===== src/rtl/ieh_pkg.sv =====
`default_nettype none
package ieh_pkg;
    localparam int DATA_W = 32;
    localparam int ADDR_W = 32;
    localparam int CNT_W  = 11;

    // Completion status codes
    localparam logic [2:0] CPL_SC = 3'h0;
    localparam logic [2:0] CPL_UR = 3'h1;
    localparam logic [2:0] CPL_CA = 3'h4;

    // AXI response codes
    localparam logic [1:0] RESP_SLVERR = 2'h2;
    localparam logic [1:0] RESP_DECERR = 2'h3;

    // Zero-length request signature
    localparam logic [9:0] ZERO_LEN = 10'h001;
    localparam logic [3:0] ZERO_BE  = 4'h0;

    // Defaults and reset values
    localparam int         MPS_DW_DEF  = 32;
    localparam int         MAX_BEATS   = 256;
    localparam logic [7:0] AXI_LEN_RST = 8'h00;

    typedef struct packed {
        logic        is_write;
        logic        poisoned;
        logic [31:0] addr;
        logic [9:0]  len_dw;
        logic [3:0]  first_be;
        logic [3:0]  last_be;
        logic [15:0] requester_id;
        logic [7:0]  tag;
    } ieh_req_t;

    typedef struct packed {
        logic        sop;
        logic        eop;
        logic [2:0]  status;
        logic [9:0]  len_dw;
        logic [12:0] byte_count;
        logic [15:0] requester_id;
        logic [7:0]  tag;
        logic [31:0] data;
    } ieh_cpl_t;

    typedef struct packed {
        logic [31:0] addr;
        logic [7:0]  len;
    } ieh_axi_addr_t;

    typedef struct packed {
        logic [31:0] data;
        logic [3:0]  strb;
        logic        last;
    } ieh_axi_w_t;

    typedef enum logic [7:0] {
        ST_IDLE  = 8'h01,
        ST_AR    = 8'h02,
        ST_RD    = 8'h04,
        ST_CPL   = 8'h08,
        ST_AW    = 8'h10,
        ST_WD    = 8'h20,
        ST_WB    = 8'h40,
        ST_DRAIN = 8'h80
    } ieh_state_t;
endpackage : ieh_pkg
`default_nettype wire


===== src/rtl/ieh_master.sv =====
`timescale 1ns/1ps
`default_nettype none
// Overview of operation
// [RULE1] AXI DECERR drops the request and pulses the decode-error strobe.
// [RULE2] Non-posted request with DECERR gets an Unsupported Request completion.
// [RULE3] AXI SLVERR drops the request and pulses the slave-error strobe.
// [RULE4] Non-posted request with SLVERR gets a Completer Abort completion.
// [RULE5] Requester keeps within payload, read-request sizes and 4 KB pages.
// [RULE6] Oversized or page-crossing requests are processed like valid ones, unchecked, up to one 256-beat AXI burst.
// [RULE7] No malformed-TLP completion is ever sent for size or page violations.
// [RULE8] Read data splits into completions of at most MPS, on MPS-aligned address boundaries.
// [RULE9] Poisoned memory request is discarded whole and pulses the poison strobe.
// [RULE10] Zero-length read gets a Successful Completion.
// [RULE11] Zero-length write does nothing and issues no AXI write.
// [RULE12] Posted write with DECERR only pulses decode-error strobe, no completion.
// [RULE13] Posted write with SLVERR only pulses slave-error strobe, no completion.
// [RULE14] Poisoned request also sets the sticky poisoned-request status bit.
// [RULE15] Each error strobe is a one-cycle pulse, once per failing request.
module ieh_master #(
    parameter int MPS_DW = ieh_pkg::MPS_DW_DEF
) (
    input  wire logic                   clk_sys,
    input  wire logic                   rst_n,
    input  wire logic                   ce,
    input  wire logic                   req_valid,
    input  wire ieh_pkg::ieh_req_t      req,
    output var  logic                   req_ready,
    input  wire logic                   pay_valid,
    input  wire logic [31:0]            pay_data,
    output var  logic                   pay_ready,
    output var  logic                   cpl_valid,
    output var  ieh_pkg::ieh_cpl_t      cpl,
    input  wire logic                   cpl_ready,
    output var  logic                   m_axi_arvalid,
    output var  ieh_pkg::ieh_axi_addr_t m_axi_ar,
    input  wire logic                   m_axi_arready,
    input  wire logic                   m_axi_rvalid,
    input  wire logic [31:0]            m_axi_rdata,
    input  wire logic [1:0]             m_axi_rresp,
    input  wire logic                   m_axi_rlast,
    output var  logic                   m_axi_rready,
    output var  logic                   m_axi_awvalid,
    output var  ieh_pkg::ieh_axi_addr_t m_axi_aw,
    input  wire logic                   m_axi_awready,
    output var  logic                   m_axi_wvalid,
    output var  ieh_pkg::ieh_axi_w_t    m_axi_w,
    input  wire logic                   m_axi_wready,
    input  wire logic                   m_axi_bvalid,
    input  wire logic [1:0]             m_axi_bresp,
    output var  logic                   m_axi_bready,
    output var  logic                   master_decode_error_irq,
    output var  logic                   master_slave_error_irq,
    output var  logic                   master_poisoned_request_irq,
    output var  logic                   poisoned_status,
    input  wire logic                   poisoned_status_clr
);
    import ieh_pkg::*;
    localparam int MPS_LOG = $clog2(MPS_DW);
    if (MPS_DW < 2 || MPS_DW > MAX_BEATS || (1 << MPS_LOG) != MPS_DW) begin : g_bad_mps
        $error("MPS_DW must be a power of two from 2 to 256");
    end

    ////////////////////////////////////////////////////////////////////////////
    // State
    ieh_state_t         state;
    ieh_req_t           cur;
    logic [CNT_W-1:0]   rem;
    logic [CNT_W-1:0]   drain_left;
    logic [CNT_W-1:0]   chunk_left;
    logic [ADDR_W-3:0]  cur_dw;
    logic               rd_err;
    logic               last_cpl;
    logic               first_beat;
    ////////////////////////////////////////////////////////////////////////////
    // Decode
    function automatic logic is_zero_len(input ieh_req_t r);
        return r.len_dw == ZERO_LEN && r.first_be == ZERO_BE && r.last_be == ZERO_BE;
    endfunction : is_zero_len
    wire              req_take   = req_valid && req_ready;
    wire              req_zero   = is_zero_len(req);
    wire [CNT_W-1:0]  req_dws    = (req.len_dw == 10'h000) ? 11'h400 : {1'b0, req.len_dw};
    // Bursts cap at 256 beats; longer requests lose data
    wire [CNT_W-1:0]  axi_beats  = (req_dws > 11'h100) ? 11'h100 : req_dws; // [RULE6]
    wire [7:0]        axi_len    = 8'(axi_beats - 11'h001);
    wire              r_take     = m_axi_rvalid && m_axi_rready;
    wire              r_err      = m_axi_rresp[1];
    wire [2:0]        err_status = (m_axi_rresp == RESP_DECERR) ? CPL_UR : CPL_CA; // [RULE2] [RULE4]
    wire              cpl_take   = cpl_valid && cpl_ready;
    wire              pay_take   = pay_valid && pay_ready;
    wire              w_take     = m_axi_wvalid && m_axi_wready;
    wire              b_take     = m_axi_bvalid && m_axi_bready;
    wire              new_chunk  = chunk_left == '0;
    wire [CNT_W-1:0]  room       = CNT_W'(MPS_DW) - CNT_W'(cur_dw[MPS_LOG-1:0]);
    wire [CNT_W-1:0]  chunk_len  = (rem < room) ? rem : room; // [RULE8]
    wire              last_beat  = rem == 11'h001;
    wire              irq_dec_ev = (r_take && ce && r_err && !rd_err && m_axi_rresp == RESP_DECERR)
                                || (b_take && m_axi_bresp == RESP_DECERR);
    wire              irq_slv_ev = (r_take && ce && r_err && !rd_err && m_axi_rresp == RESP_SLVERR)
                                || (b_take && m_axi_bresp == RESP_SLVERR);
    wire              poison_ev  = req_take && req.poisoned;
    wire              stat_keep  = poisoned_status && !poisoned_status_clr;
    ////////////////////////////////////////////////////////////////////////////
    // Error strobes and sticky status
    always_ff @(posedge clk_sys) begin
        if (!rst_n) begin
            master_decode_error_irq     <= 1'b0;
            master_slave_error_irq      <= 1'b0;
            master_poisoned_request_irq <= 1'b0;
            poisoned_status             <= 1'b0;
        end else if (ce) begin
            master_decode_error_irq     <= irq_dec_ev; // [RULE1] [RULE12] [RULE15]
            master_slave_error_irq      <= irq_slv_ev; // [RULE3] [RULE13] [RULE15]
            master_poisoned_request_irq <= poison_ev;  // [RULE9] [RULE15]
            poisoned_status             <= poison_ev || stat_keep; // [RULE14]
        end
    end
    ////////////////////////////////////////////////////////////////////////////
    // Request sequencer
    always_ff @(posedge clk_sys) begin
        if (!rst_n) begin
            state         <= ST_IDLE;
            cur           <= '0;
            rem           <= '0;
            drain_left    <= '0;
            chunk_left    <= '0;
            cur_dw        <= '0;
            rd_err        <= 1'b0;
            last_cpl      <= 1'b0;
            first_beat    <= 1'b0;
            req_ready     <= 1'b1;
            pay_ready     <= 1'b0;
            cpl_valid     <= 1'b0;
            cpl           <= '0;
            m_axi_arvalid <= 1'b0;
            m_axi_ar      <= '{addr: '0, len: AXI_LEN_RST};
            m_axi_rready  <= 1'b0;
            m_axi_awvalid <= 1'b0;
            m_axi_aw      <= '{addr: '0, len: AXI_LEN_RST};
            m_axi_wvalid  <= 1'b0;
            m_axi_w       <= '0;
            m_axi_bready  <= 1'b0;
        end else if (ce) begin
            case (state)
                ST_IDLE: begin
                    if (req_take) begin
                        req_ready  <= 1'b0;
                        cur        <= req;
                        cur_dw     <= req.addr[ADDR_W-1:2];
                        rd_err     <= 1'b0;
                        chunk_left <= '0;
                        first_beat <= 1'b1;
                        if (req.poisoned) begin
                            if (req.is_write) begin // [RULE9]
                                rem       <= req_dws;
                                pay_ready <= 1'b1;
                                state     <= ST_DRAIN;
                            end else begin
                                req_ready <= 1'b1;
                            end
                        end else if (req_zero && req.is_write) begin
                            rem       <= 11'h001; // [RULE11]
                            pay_ready <= 1'b1;
                            state     <= ST_DRAIN;
                        end else if (req_zero) begin
                            cpl       <= '{sop: 1'b1, eop: 1'b1, status: CPL_SC, len_dw: ZERO_LEN,
                                           byte_count: 13'h0001, requester_id: req.requester_id,
                                           tag: req.tag, data: '0}; // [RULE10]
                            cpl_valid <= 1'b1;
                            last_cpl  <= 1'b1;
                            state     <= ST_CPL;
                        end else if (req.is_write) begin
                            rem           <= axi_beats;
                            drain_left    <= req_dws - axi_beats;
                            m_axi_aw      <= '{addr: {req.addr[ADDR_W-1:2], 2'b00}, len: axi_len};
                            m_axi_awvalid <= 1'b1;
                            state         <= ST_AW;
                        end else begin
                            rem           <= axi_beats;
                            m_axi_ar      <= '{addr: {req.addr[ADDR_W-1:2], 2'b00}, len: axi_len};
                            m_axi_arvalid <= 1'b1;
                            state         <= ST_AR;
                        end
                    end
                end
                ST_AR: begin
                    if (m_axi_arready) begin
                        m_axi_arvalid <= 1'b0;
                        m_axi_rready  <= 1'b1;
                        state         <= ST_RD;
                    end
                end
                ST_RD: begin
                    if (r_take) begin
                        rem    <= rem - 11'h001;
                        cur_dw <= cur_dw + 1'b1;
                        if (r_err && !rd_err) begin
                            rd_err    <= 1'b1;
                            cpl       <= '{sop: 1'b1, eop: 1'b1, status: err_status, len_dw: '0,
                                           byte_count: '0, requester_id: cur.requester_id,
                                           tag: cur.tag, data: '0}; // [RULE2] [RULE4]
                            cpl_valid    <= 1'b1;
                            last_cpl     <= m_axi_rlast || last_beat;
                            m_axi_rready <= 1'b0;
                            state        <= ST_CPL;
                        end else if (rd_err) begin
                            if (m_axi_rlast || last_beat) begin
                                m_axi_rready <= 1'b0;
                                req_ready    <= 1'b1;
                                state        <= ST_IDLE;
                            end
                        end else begin
                            chunk_left   <= (new_chunk ? chunk_len : chunk_left) - 11'h001;
                            cpl          <= '{sop: new_chunk,
                                              eop: (new_chunk ? chunk_len : chunk_left) == 11'h001,
                                              status: CPL_SC, len_dw: 10'(chunk_len),
                                              byte_count: {rem, 2'b00},
                                              requester_id: cur.requester_id,
                                              tag: cur.tag, data: m_axi_rdata}; // [RULE8]
                            cpl_valid    <= 1'b1;
                            last_cpl     <= m_axi_rlast || last_beat;
                            m_axi_rready <= 1'b0;
                            state        <= ST_CPL;
                        end
                    end
                end
                ST_CPL: begin
                    if (cpl_take) begin
                        cpl_valid <= 1'b0;
                        if (last_cpl) begin
                            req_ready <= 1'b1;
                            state     <= ST_IDLE;
                        end else begin
                            m_axi_rready <= 1'b1;
                            state        <= ST_RD;
                        end
                    end
                end
                ST_AW: begin
                    if (m_axi_awready) begin
                        m_axi_awvalid <= 1'b0;
                        pay_ready     <= 1'b1;
                        state         <= ST_WD;
                    end
                end
                ST_WD: begin
                    if (pay_take) begin
                        pay_ready    <= 1'b0;
                        first_beat   <= 1'b0;
                        m_axi_wvalid <= 1'b1;
                        m_axi_w      <= '{data: pay_data,
                                          strb: first_beat ? cur.first_be
                                              : (last_beat ? cur.last_be : 4'hF),
                                          last: last_beat};
                    end else if (w_take) begin
                        m_axi_wvalid <= 1'b0;
                        rem          <= rem - 11'h001;
                        if (m_axi_w.last) begin
                            m_axi_bready <= 1'b1;
                            state        <= ST_WB;
                        end else begin
                            pay_ready <= 1'b1;
                        end
                    end
                end
                ST_WB: begin
                    if (b_take) begin
                        m_axi_bready <= 1'b0; // [RULE12] [RULE13]
                        if (drain_left != '0) begin
                            rem       <= drain_left;
                            pay_ready <= 1'b1;
                            state     <= ST_DRAIN;
                        end else begin
                            req_ready <= 1'b1;
                            state     <= ST_IDLE;
                        end
                    end
                end
                ST_DRAIN: begin
                    if (pay_take) begin
                        rem <= rem - 11'h001;
                        if (last_beat) begin
                            pay_ready <= 1'b0;
                            req_ready <= 1'b1;
                            state     <= ST_IDLE;
                        end
                    end
                end
                default: begin
                    req_ready <= 1'b1;
                    state     <= ST_IDLE;
                end
            endcase
        end
    end
endmodule : ieh_master
`default_nettype wire


===== config.mk =====
export PLATFORM = sky130hd
export DESIGN_NAME = ieh_master
export DESIGN_NICKNAME = d
export VERILOG_FILES = /design/src/rtl/ieh_pkg.sv /design/src/rtl/ieh_master.sv
export SDC_FILE = /design/constraint.sdc
export NUM_CORES = 1
export LEC_CHECK = 0
export ABC_AREA = 1
export BUFFER_PORTS_ARGS = -buffer_cell sky130_fd_sc_hd__buf_2
export CAP_MARGIN = 20
export CORE_UTILIZATION = 50
export CTS_CLUSTER_DIAMETER = 80
export DETAILED_ROUTE_END_ITERATION = 10
export GPL_TIMING_DRIVEN = 0
export PLACE_DENSITY = 0.77
export RECOVER_POWER = 100
export SLEW_MARGIN = 40
export SYNTH_ARGS = -nofsm -noshare
export SYNTH_HDL_FRONTEND = slang
export SYNTH_SLANG_ARGS = --single-unit

===== constraint.sdc =====
create_clock -name clk_sys -period 2.8 [get_ports clk_sys]
set_input_delay 0.56 -clock clk_sys [delete_from_list [all_inputs] [get_ports clk_sys]]
set_output_delay 0.56 -clock clk_sys [all_outputs]
set_load 0.05 [all_outputs]

Yosys cells after proc, flatten, opt, wreduce, memory -nomap -nowiden
Cells that the tools add are included.
{"block": "op_classes", "bitwise_logic": 5, "magnitude_cmp": 2, "add_sub_neg": 6, "reduce_logical": 60, "muxes": 132, "n_eq_ne": 49}
{"operator": "two-way mux 84 bit", "count": 7}
{"operator": "two-way mux 11 bit", "count": 19}
{"operator": "case mux 84 bit (2 select lines)", "count": 1}
{"operator": "two-way mux 8 bit", "count": 18}
{"operator": "two-way mux 1 bit", "count": 65}
{"operator": "case mux 8 bit (8 select lines)", "count": 1}
{"operator": "two-way mux 30 bit", "count": 2}
{"operator": "case mux 30 bit (2 select lines)", "count": 1}
{"operator": "case mux 11 bit (5 select lines)", "count": 1}
{"operator": "!= test 2 bit (second input constant)", "count": 27}
{"operator": "adder 30 x 1 -> 30 bit (second input constant)", "count": 1}
{"operator": "AND reduction 8 bit", "count": 3}
{"operator": "== test 11 x 1 -> 1 bit (second input constant)", "count": 2}
{"operator": "case mux 11 bit (2 select lines)", "count": 1}
{"operator": "subtractor 11 x 1 -> 11 bit (second input constant)", "count": 2}
{"operator": "AND reduction 7 bit", "count": 3}
{"operator": "logical AND 1 bit", "count": 19}
{"operator": "!= test 3 bit (second input constant)", "count": 5}
{"operator": "AND reduction 14 bit", "count": 1}
{"operator": "AND reduction 13 bit", "count": 1}
{"operator": "case mux 1 bit (2 select lines)", "count": 6}
{"operator": "AND reduction 12 bit", "count": 1}
{"operator": "AND reduction 6 bit", "count": 2}
{"operator": "nonzero test 2 bit", "count": 6}
{"operator": "other kinds (37)", "count": 59}
{"block": "word_totals", "out_inout_bits": 213, "elab_cells": 293, "in_bits": 157, "ff_bits": 315}

Depth between registers and ports, before layout
Gate-level depths: netlist (run 1).
{"block": "logic_depth", "depth_word": 9, "depth_mapped": 23, "ltp_nobuf": 23}

Worst setup path after synthesis (run 1)
OpenSTA, ideal clock, no wires.
{"block": "synth_timing", "path_kind": "register to register", "startpoint": "register cur_dw[0]", "endpoint": "register chunk_left[6]", "t_arrival_ns": 2.450, "stages_incl_launch_ff": 24, "synth_period_minus_slack_ns": 2.583, "required_ns": 2.668, "setup_time_ns": 0.132, "n_path_buf": 0, "path_slack_ns": 0.217, "cell_sequence": "dfxtp_1 > inv_1 > ha_1 > nand3_1 > xor2_1 > inv_1 > ha_1 > nand2_1 > inv_1 > nand2_1 > nor2_1 > nand2_2 > nand2_2 > nand2_1 > nand3_1 > nand2_1 > inv_2 > nand2_1 > nor2_1 > nand2_1 > nand2_1 > nand2_1 > nand2_1 > a21oi_1"}
{"block": "synth_between", "elab_chain_cells": 9}
{"item": "start: declaration", "line_no": "ieh_master.sv:70", "source": "logic [ADDR_W-3:0] cur_dw;"}
{"item": "start signal: assignment", "line_no": "ieh_master.sv:148", "source": "cur_dw <= req.addr[ADDR_W-1:2];"}
{"item": "start signal: assignment", "line_no": "ieh_master.sv:195", "source": "cur_dw <= cur_dw + 1'b1;"}
{"item": "subtractor 6 x 5 -> 7 bit *", "line_no": "ieh_master.sv:93", "source": "wire [CNT_W-1:0] room = CNT_W'(MPS_DW) - CNT_W'(cur_dw[MPS_LOG-1:0]);"}
{"item": "< comparator 11 bit", "line_no": "ieh_master.sv:94", "source": "wire [CNT_W-1:0] chunk_len = (rem < room) ? rem : room;"}
{"item": "two-way mux 11 bit *", "line_no": "ieh_master.sv:94"}
{"item": "two-way mux 11 bit *", "line_no": "ieh_master.sv:212", "source": "chunk_left <= (new_chunk ? chunk_len : chunk_left) - 11'h001;"}
{"item": "subtractor 11 x 1 -> 11 bit *", "line_no": "ieh_master.sv:212"}
{"item": "two-way mux 11 bit *", "line_no": "ieh_master.sv:205", "source": "end else if (rd_err) begin"}
{"item": "two-way mux 11 bit *", "line_no": "ieh_master.sv:196", "source": "if (r_err && !rd_err) begin"}
{"item": "two-way mux 11 bit *", "line_no": "ieh_master.sv:193", "source": "if (r_take) begin"}
{"item": "case mux 11 bit (2 select lines) *", "line_no": "ieh_master.sv:143", "source": "case (state)"}
{"item": "end signal: assignment", "line_no": "ieh_master.sv:212"}
{"item": "end: declaration", "line_no": "ieh_master.sv:69", "source": "logic [CNT_W-1:0] chunk_left;"}
Mark *: on every way between the ends. The rest lies on a longest branch, timed or not. The select of a mux whose other input is x is not followed.
A chain may end at the register's enable or synchronous reset.

Final worst setup path (run 1)
{"block": "layout_timing", "startpoint": "register cur_dw[0]", "endpoint": "register chunk_left[3]"}
The elaborated chain is that of the path after synthesis.

==> results of run 1 <==
-- layout make-up --
| type | instances | area, um^2 | area share (%) |
|---|---|---|---|
| Clock buffer | 39 | 835 | 5.18 |
| Buffer | 101 | 514 | 3.19 |
| Clock inverter | 15 | 204 | 1.27 |
| Sequential cell | 288 | 5780 | 35.9 |
| Antenna cell | 4 | 10.0 | 0.0621 |
| Multi-Input combinational cell | 1170 | 6020 | 37.3 |
| Inverter | 182 | 701 | 4.35 |
| Timing Repair Buffer | 373 | 1650 | 10.2 |
| Tap cell | 324 | 405 | 2.52 |
-- power groups by stage --
stage / combinational (mW) / sequential [mW] / clock, mW
4_1_cts: 6.21 / 5.08 / 4.24
3_5_place_dp: 5.98 / 5.15 / 0
3_3_place_gp: 5.89 / 5.15 / 0
6_report: 7.18 / 5.11 / 4.21
5_1_grt: 7.73 / 5.17 / 4.41
2_1_floorplan: 3.36 / 6.22 / 0
-- cells by family after synthesis --
kind of cell             synth area share, %
buffers and inverters                   9.70
adder cells (fa/ha/maj)                 1.18
AO/OA/AOI/OAI                           20.0
flip-flops                              45.3
AND/OR/NAND/NOR                         22.8
XOR/XNOR                               0.827
other                                 0.0591
-- what timing repair did --
action                                  4_1_cts  5_1_grt
resized for setup                            15       77
buffers inserted                              4       11
cloned                                        0        0
pin swaps                                     6       32
endpoints found under the setup margin       11       11
-- path summary, 6_finish.rpt --
path                                              endpoint  slack [ns]  depth (start not counted)
worst max-delay path            chunk_left[3]$_SDFFE_PN0P_      -0.001                         19
worst min-delay path                   cur[7]$_SDFFE_PN0P_        0.23                          3
worst max register to register  chunk_left[3]$_SDFFE_PN0P_      -0.001                         19
worst min register to register        cur[12]$_SDFFE_PN0P_        0.44                          2
-- through the flow --
stage	setup slack [ns]	util, %	total power, mW	TNS (ns)	instance area (um^2)
after floorplan	0.217	-	9.58	0	12700
after global placement	-0.131	60.7	11.0	-0.785	14900
after detailed placement	-0.199	60.7	11.1	-1.37	14900
after CTS	0.0158	65.2	15.5	0	16000
after global routing	-0.150	65.5	17.3	-0.965	16100
final	-0.00119	65.5	16.5	-0.00119	16100
-- state kept, by name, summed over array words and instances, names as in the netlist, 5 cells and up --
| register | cells |
|---|---|
| cur | 32 |
| rem | 11 |
| drain_left | 11 |
| cur_dw | 5 |
| m_axi_ar | 38 |
| m_axi_aw | 38 |
| state | 8 |
| chunk_left | 11 |
| cpl | 82 |
| m_axi_w | 37 |
-- cell usage after synthesis (3+ instances only) --
master / number / area, um^2
nor3_1: 15 / 75.1
clkbuf_1: 54 / 203
inv_2: 14 / 52.6
nor2_1: 222 / 833
nand2_2: 8 / 50.1
nand3b_1: 6 / 45.0
nand3_1: 54 / 270
o22ai_1: 5 / 31.3
xnor2_1: 3 / 26.3
inv_1: 165 / 619
nand2_1: 301 / 1130
nand4_1: 19 / 119
a31oi_1: 33 / 206
buf_2: 19 / 95.1
a21oi_1: 186 / 931
o211ai_1: 13 / 97.6
nor2_2: 8 / 50.1
o21ai_0: 183 / 916
o21ai_1: 36 / 180
buf_6: 11 / 124
xor2_1: 9 / 78.8
nand2_4: 3 / 33.8
or2_2: 3 / 18.8
nor2_4: 6 / 67.6
ha_1: 12 / 150
a211oi_1: 5 / 37.5
dfxtp_1: 288 / 5770
buf_4: 16 / 120
nor4_1: 3 / 18.8
-- critical path, stage by stage, from the launching register on --
cell     delay [ns]
dfxtp_4        0.36
inv_6          0.07
nand3_4        0.10
nor3_4         0.24
inv_2          0.10
ha_4           0.28
inv_2          0.04
nor2_2         0.11
nand2_2        0.07
nor2_4         0.13
nand2_4        0.12
nand3_1        0.20
nand3_2        0.10
nand2_2        0.16
inv_2          0.07
nand2_4        0.10
nor2_4         0.06
buf_4          0.13
o21ai_1        0.14
a21oi_1        0.08
-- metal layers --
metal  vias up  global-route usage [%]  wire [um]
met5         -                       0         13
met4         2                    10.3       1340
met3       108                    6.03       3550
met2       559                    51.5      20200
met1      6347                    41.0      18000
li1       6514                       -          -
==> results.md, run 1 <==
- Critical path class: reg -> reg
- FMAX: 0.357 GHz
- CTS tree: built
- CTS hold repair buffers: 0
- HP Start: req[7]
- Worst slew pin tran: 0.924 ns
- Min-delay worst type: in -> reg
- Core area: 24,600 um^2
- Mapped Avg Cell Area: 7.32 um^2
- Ys flop type: dfxtp_1
- Gate power share: 43.5%
- CP endpoint kind: register
- RePlAce Congestion: 0.957
- Setup crit start: cur_dw[0]$_SDFFE_PN0P_
- Max-cap violations: 0
- Failing checks: setup timing
- H-tree depth: 1
- VDD IR max: 0.000821 V
- PD cells: 1020 nW/um^2
- WHS: 0.229 ns
- GRT Util Overall: 31.3%
- Outcome: complete, but fails checks
- I/O Buffers: 358
- 1st-pass router iterations: 5
- Sequential power share: 31.0%
- I/O Pins: 370
- Internal power: 9.32 mW
- First-pass GRT wire length: 65.4 mm
- Initial Util: 51.7%
- CTS Buf Count: 30
- Pin count of the biggest net entering global routing: 16
- Switch Pwr: 7.18 mW
- Required @ worst endpoint: 3.22 ns
- Die width: 161 um
- Yosys warning count: 0
- Worst EP arrival: 3.22 ns
- Clk_lat worst skew: 0.57 ns
- Nets@finish: 2,315
- Number of synthesized flops with an enable pin: 0
- Seq/Total Area, Yosys: 45.3%
- Relative slew slack: 38.1%
- Clock sink total: 288
- Detailed Route Iter0 Violations: 1,024
- Rows: 57
- Initial antenna violation count: 5
- CTS max path bufs: 3
- Sw Share: 43.5%
- Reg2reg start: cur_dw[0]$_SDFFE_PN0P_
- Fillers: 2,305
- Crit path max fanout: 7
- Leak: 6.82 nW
- Vias in the first global route: 12,500
- Fin crit period: 2.80 ns
- Die area: 26,100 um^2
- Placed cell count: 2,423
- Layout overhead on the synthesized area: 26.7%
- Fin. Hold Viols: 0
- Slew Limit Fails: 0
- Die height: 161 um
- Dpl hpwl: 31.2 mm
- Startpoint types: register
- Clock root buffer: clkbuf_16
- Routed via count: 13,500
- Ratio of cells with drive above 1 in the final layout: 16.8%
- DRC: 0
- Ys async rst share: 0%
- Most frequent cells in the layout: 285 x nand2_1, 284 x dfxtp_1, 270 x clkbuf_1, 219 x nor2_1, 206 x o21ai_0
- Final wirelength: 43.1 mm
- RSZ-0062 raised after global routing: true
- Skew final: 0.0190 ns
- Non-filler cells, final: 2,496
- Overflow after GRT: 0
- Worst-path clk slew: 0.06 ns
- Routed len/inst: 17.3 um
- Final Cycle Share: 100%
- Syn Inst Count: 1,736
- Vias per cell: 5.42
- Antenna viol nets, final: 0
- # setup viols final: 1
- Synth Register Bits: 288
- Clock share of power: 25.5%
- Mapped cell area: 12,700 um^2
- Most common cell after layout, fill and taps aside: nand2_1
- Library cells used by synthesis: 53
- Slack of the critical path: -0.00119 ns
(Power assumes the default switching activity.)
==> run 2, diff against run 1 <==
==> constraint.sdc (replaced) <==
create_clock -name clk_sys -period 2.65 [get_ports clk_sys]
set_input_delay 0.53 -clock clk_sys [delete_from_list [all_inputs] [get_ports clk_sys]]
set_output_delay 0.53 -clock clk_sys [all_outputs]
set_load 0.05 [all_outputs]
==> results.md, run 2 (synthesis gave the netlist of run 1 again) <==
- Outcome: complete, but fails checks
- Failing checks: setup timing
- Crit path max fanout: 7 (unchanged)
- Overflow after GRT: 0 (unchanged)
- FMAX: 0.361 GHz (+1.2%)
- CTS Buf Count: 30 (unchanged)
- Critical Path End: chunk_left[8]$_SDFFE_PN0P_
- Grt peak-use layer: met2
- Rows: 57 (unchanged)
- Final Cycle Share: 104% (+4.4 points)
- Vias in the first global route: 12,600 (+0.95%)
- Slew Limit Fails: 0 (unchanged)
- CTS max path bufs: 3 (unchanged)
- VDD IR max: 0.000873 V (+6.3%)
- Slack of the critical path: -0.118 ns (-0.117 ns)
- Initial antenna violation count: 5 (unchanged)
- Most frequent cells in the layout: 377 x buf_2, 285 x dfxtp_1, 279 x nand2_1, 216 x nor2_1, 184 x a21oi_1
- Die width: 161 um (unchanged)
- Worst-path clk slew: 0.07 ns (about the same)
- Worst EP arrival: 3.25 ns (+0.03 ns)
- Skew final: 0.0177 ns (-0.00135 ns)
- Dpl cell area: 14,900 um^2 (unchanged)
- Final Cell Area: 16,700 um^2 (+3.4%)
- Fin. Hold Viols: 0 (unchanged)
- CTS hold repair buffers: 0 (unchanged)
- Clk_lat worst skew: 0.57 ns (about the same)
- Die height: 161 um (unchanged)
- Pin count of the biggest net entering global routing: 16 (unchanged)
- GR Util met1: 41.3% (+0.26 points)
- Core area: 24,600 um^2 (unchanged)
- RePlAce Congestion: 0.957 (unchanged)
- RSZ-0062 raised after global routing: true
- DRC: 0 (unchanged)
- Clock share of power: 24.2% (-1.3 points)
- Max FFs per register: 82 (unchanged)
- Initial Util: 51.7% (unchanged)
- 1st-pass router iterations: 6 (+1)
- Sw Share: 43.0% (-0.57 points)
- R2r setup slk: -0.12 ns (-0.12 ns)
- Routed len/inst: 17.5 um (+1.4%)
- Final design utilization: 67.7% (+2.3 points)
- H-tree depth: 1 (unchanged)
- Fin crit period: 2.77 ns (-0.0333 ns)
- Final wirelength: 43.8 mm (+1.8%)
- Reg2reg start: cur_dw[2]$_SDFFE_PN0P_
- Layout overhead on the synthesized area: 31.1%
- Clock sink total: 288 (unchanged)
- I/O Buffers: 358 (unchanged)
- I/O Pins: 370 (unchanged)
- Required @ worst endpoint: 3.14 ns (-0.08 ns)
- Setup crit start: cur_dw[2]$_SDFFE_PN0P_
- CP endpoint kind: register
- Startpoint types: register
- Dpl hpwl: 31.2 mm (unchanged)
- GRT Util Overall: 31.6% (+0.29 points)
- Sequential power share: 29.4% (-1.6 points)
- HP Start: req[7]
- PD cells: 1100 nW/um^2 (+7.7%)
- Routed via count: 13,700 (+1.0%)
- CTS tree: built
- Relative slew slack: 46.4% (+8.3 points)
- Min-delay worst type: in -> reg
- Antenna viol nets, final: 0 (unchanged)
- Die area: 26,100 um^2 (unchanged)
- R2R depth: 22 (+3)
- Largest Register: cpl
- Global routing usage on met3: 5.80% (-0.23 points)
- Design Power: 18.4 mW (+11%)
- First-pass GRT wire length: 66.0 mm (+0.90%)
- Detailed Route Iter0 Violations: 1,099 (+7.3%)
- Worst slew pin tran: 0.805 ns (-0.119 ns)
- Internal power: 10.5 mW (+12%)
- Ratio of cells with drive above 1 in the final layout: 27.8% (+11 points)
- Max-cap violations: 0 (unchanged)
- Switch Pwr: 7.90 mW (+9.9%)
- # setup viols final: 10 (+9)
- Most common cell after layout, fill and taps aside: buf_2
- Clock root buffer: clkbuf_16
- Vias per cell: 5.45 (+0.59%)
- Leak: 7.83 nW (+15%)
- Met2 Usage GRT: 52.2% (+0.72 points)
- Gate power share: 46.4% (+2.9 points)
- Largest regs: cpl (82), m_axi_ar (38), m_axi_aw (38)
- R2R Path End: chunk_left[8]$_SDFFE_PN0P_
- Nets@finish: 2,325 (+0.43%)
- Critical path class: reg -> reg
[run 2: cell count changes in the layout (fill, tap and decap cells not counted), sizes merged]
| cell | previous run | this run |
|---|---|---|
| clkbuf | 315 | 93 |
| buf | 198 | 430 |
[run 2: cell type report]
cell class / count / area [um^2]
inverter: 182 / 703
timing repair buffer: 383 / 2030
clock buffer: 39 / 835
sequential: 288 / 5770
clock inverter: 15 / 204
antenna: 4 / 10.0
multi-input combinational: 1170 / 6160
buffer: 101 / 546
tap: 324 / 405
fill: 2129 / 7940
[run 2: power by group through the flow]
stage                     Clock [mW]  Sequential (mW)  Combinational, mW
after floorplan                    0             6.57               3.55
after global placement             0             5.44               6.22
after detailed placement           0             5.45               6.32
after CTS                       4.48             5.37               7.14
after global routing            4.66             5.46               9.10
final                           4.44             5.41               8.53
[run 2: critical path, stage by stage, from the launching register on]
cell and delay [ns]:
dfxtp_4 0.38, inv_6 0.08, nand3_4 0.10, nor3_4 0.21
inv_2 0.10, ha_4 0.27, inv_2 0.05, nor2_2 0.11
nand2_2 0.08, nor2_4 0.10, nand2_4 0.13, nand2_8 0.12
nand2_4 0.07, nand3_4 0.07, nand2_4 0.08, inv_4 0.07
nand2_4 0.06, buf_12 0.12, nor2_4 0.15, nand2_1 0.07
nand2_1 0.07, nand3_1 0.06, a21oi_1 0.13
[run 2: through the flow]
step                hold slack [ns]  instances  worst slack (ns)  setup TNS, ns
floorplan                     0.424       1741            0.0674              0
global placement              0.423       2423            -0.281          -2.48
detailed placement            0.433       2423            -0.349          -3.49
CTS                           0.186       2489           -0.0408         -0.130
global route                  0.198       2505            -0.239          -2.11
finish                        0.200       2506            -0.118         -0.788
[run 2: how the worst min path moves through the flow]
stage                     slack, ns  cells past startpoint                  endpoint
after detailed placement       0.43                      2  m_axi_w[25]$_SDFFE_PN0P_
after CTS                      0.19                      3       cur[7]$_SDFFE_PN0P_
after global placement         0.42                      2      cpl[78]$_SDFFE_PN0P_
final                          0.20                      3       cur[7]$_SDFFE_PN0P_
after floorplan                0.42                      2       cur[0]$_SDFFE_PN0P_
after global routing           0.20                      3      cur[23]$_SDFFE_PN0P_
[run 2: what timing repair did]
item	4_1_cts	5_1_grt
setup endpoints to repair	11	14
setup buffers	12	14
gates resized for setup	44	65
pin swaps	23	38
[run 2: metal layers]
layer  routed length, um  share of wire [%]
met5                  13              0.030
met4                1390                3.2
met3                3550                8.1
met2               20600                 47
met1               18300                 42
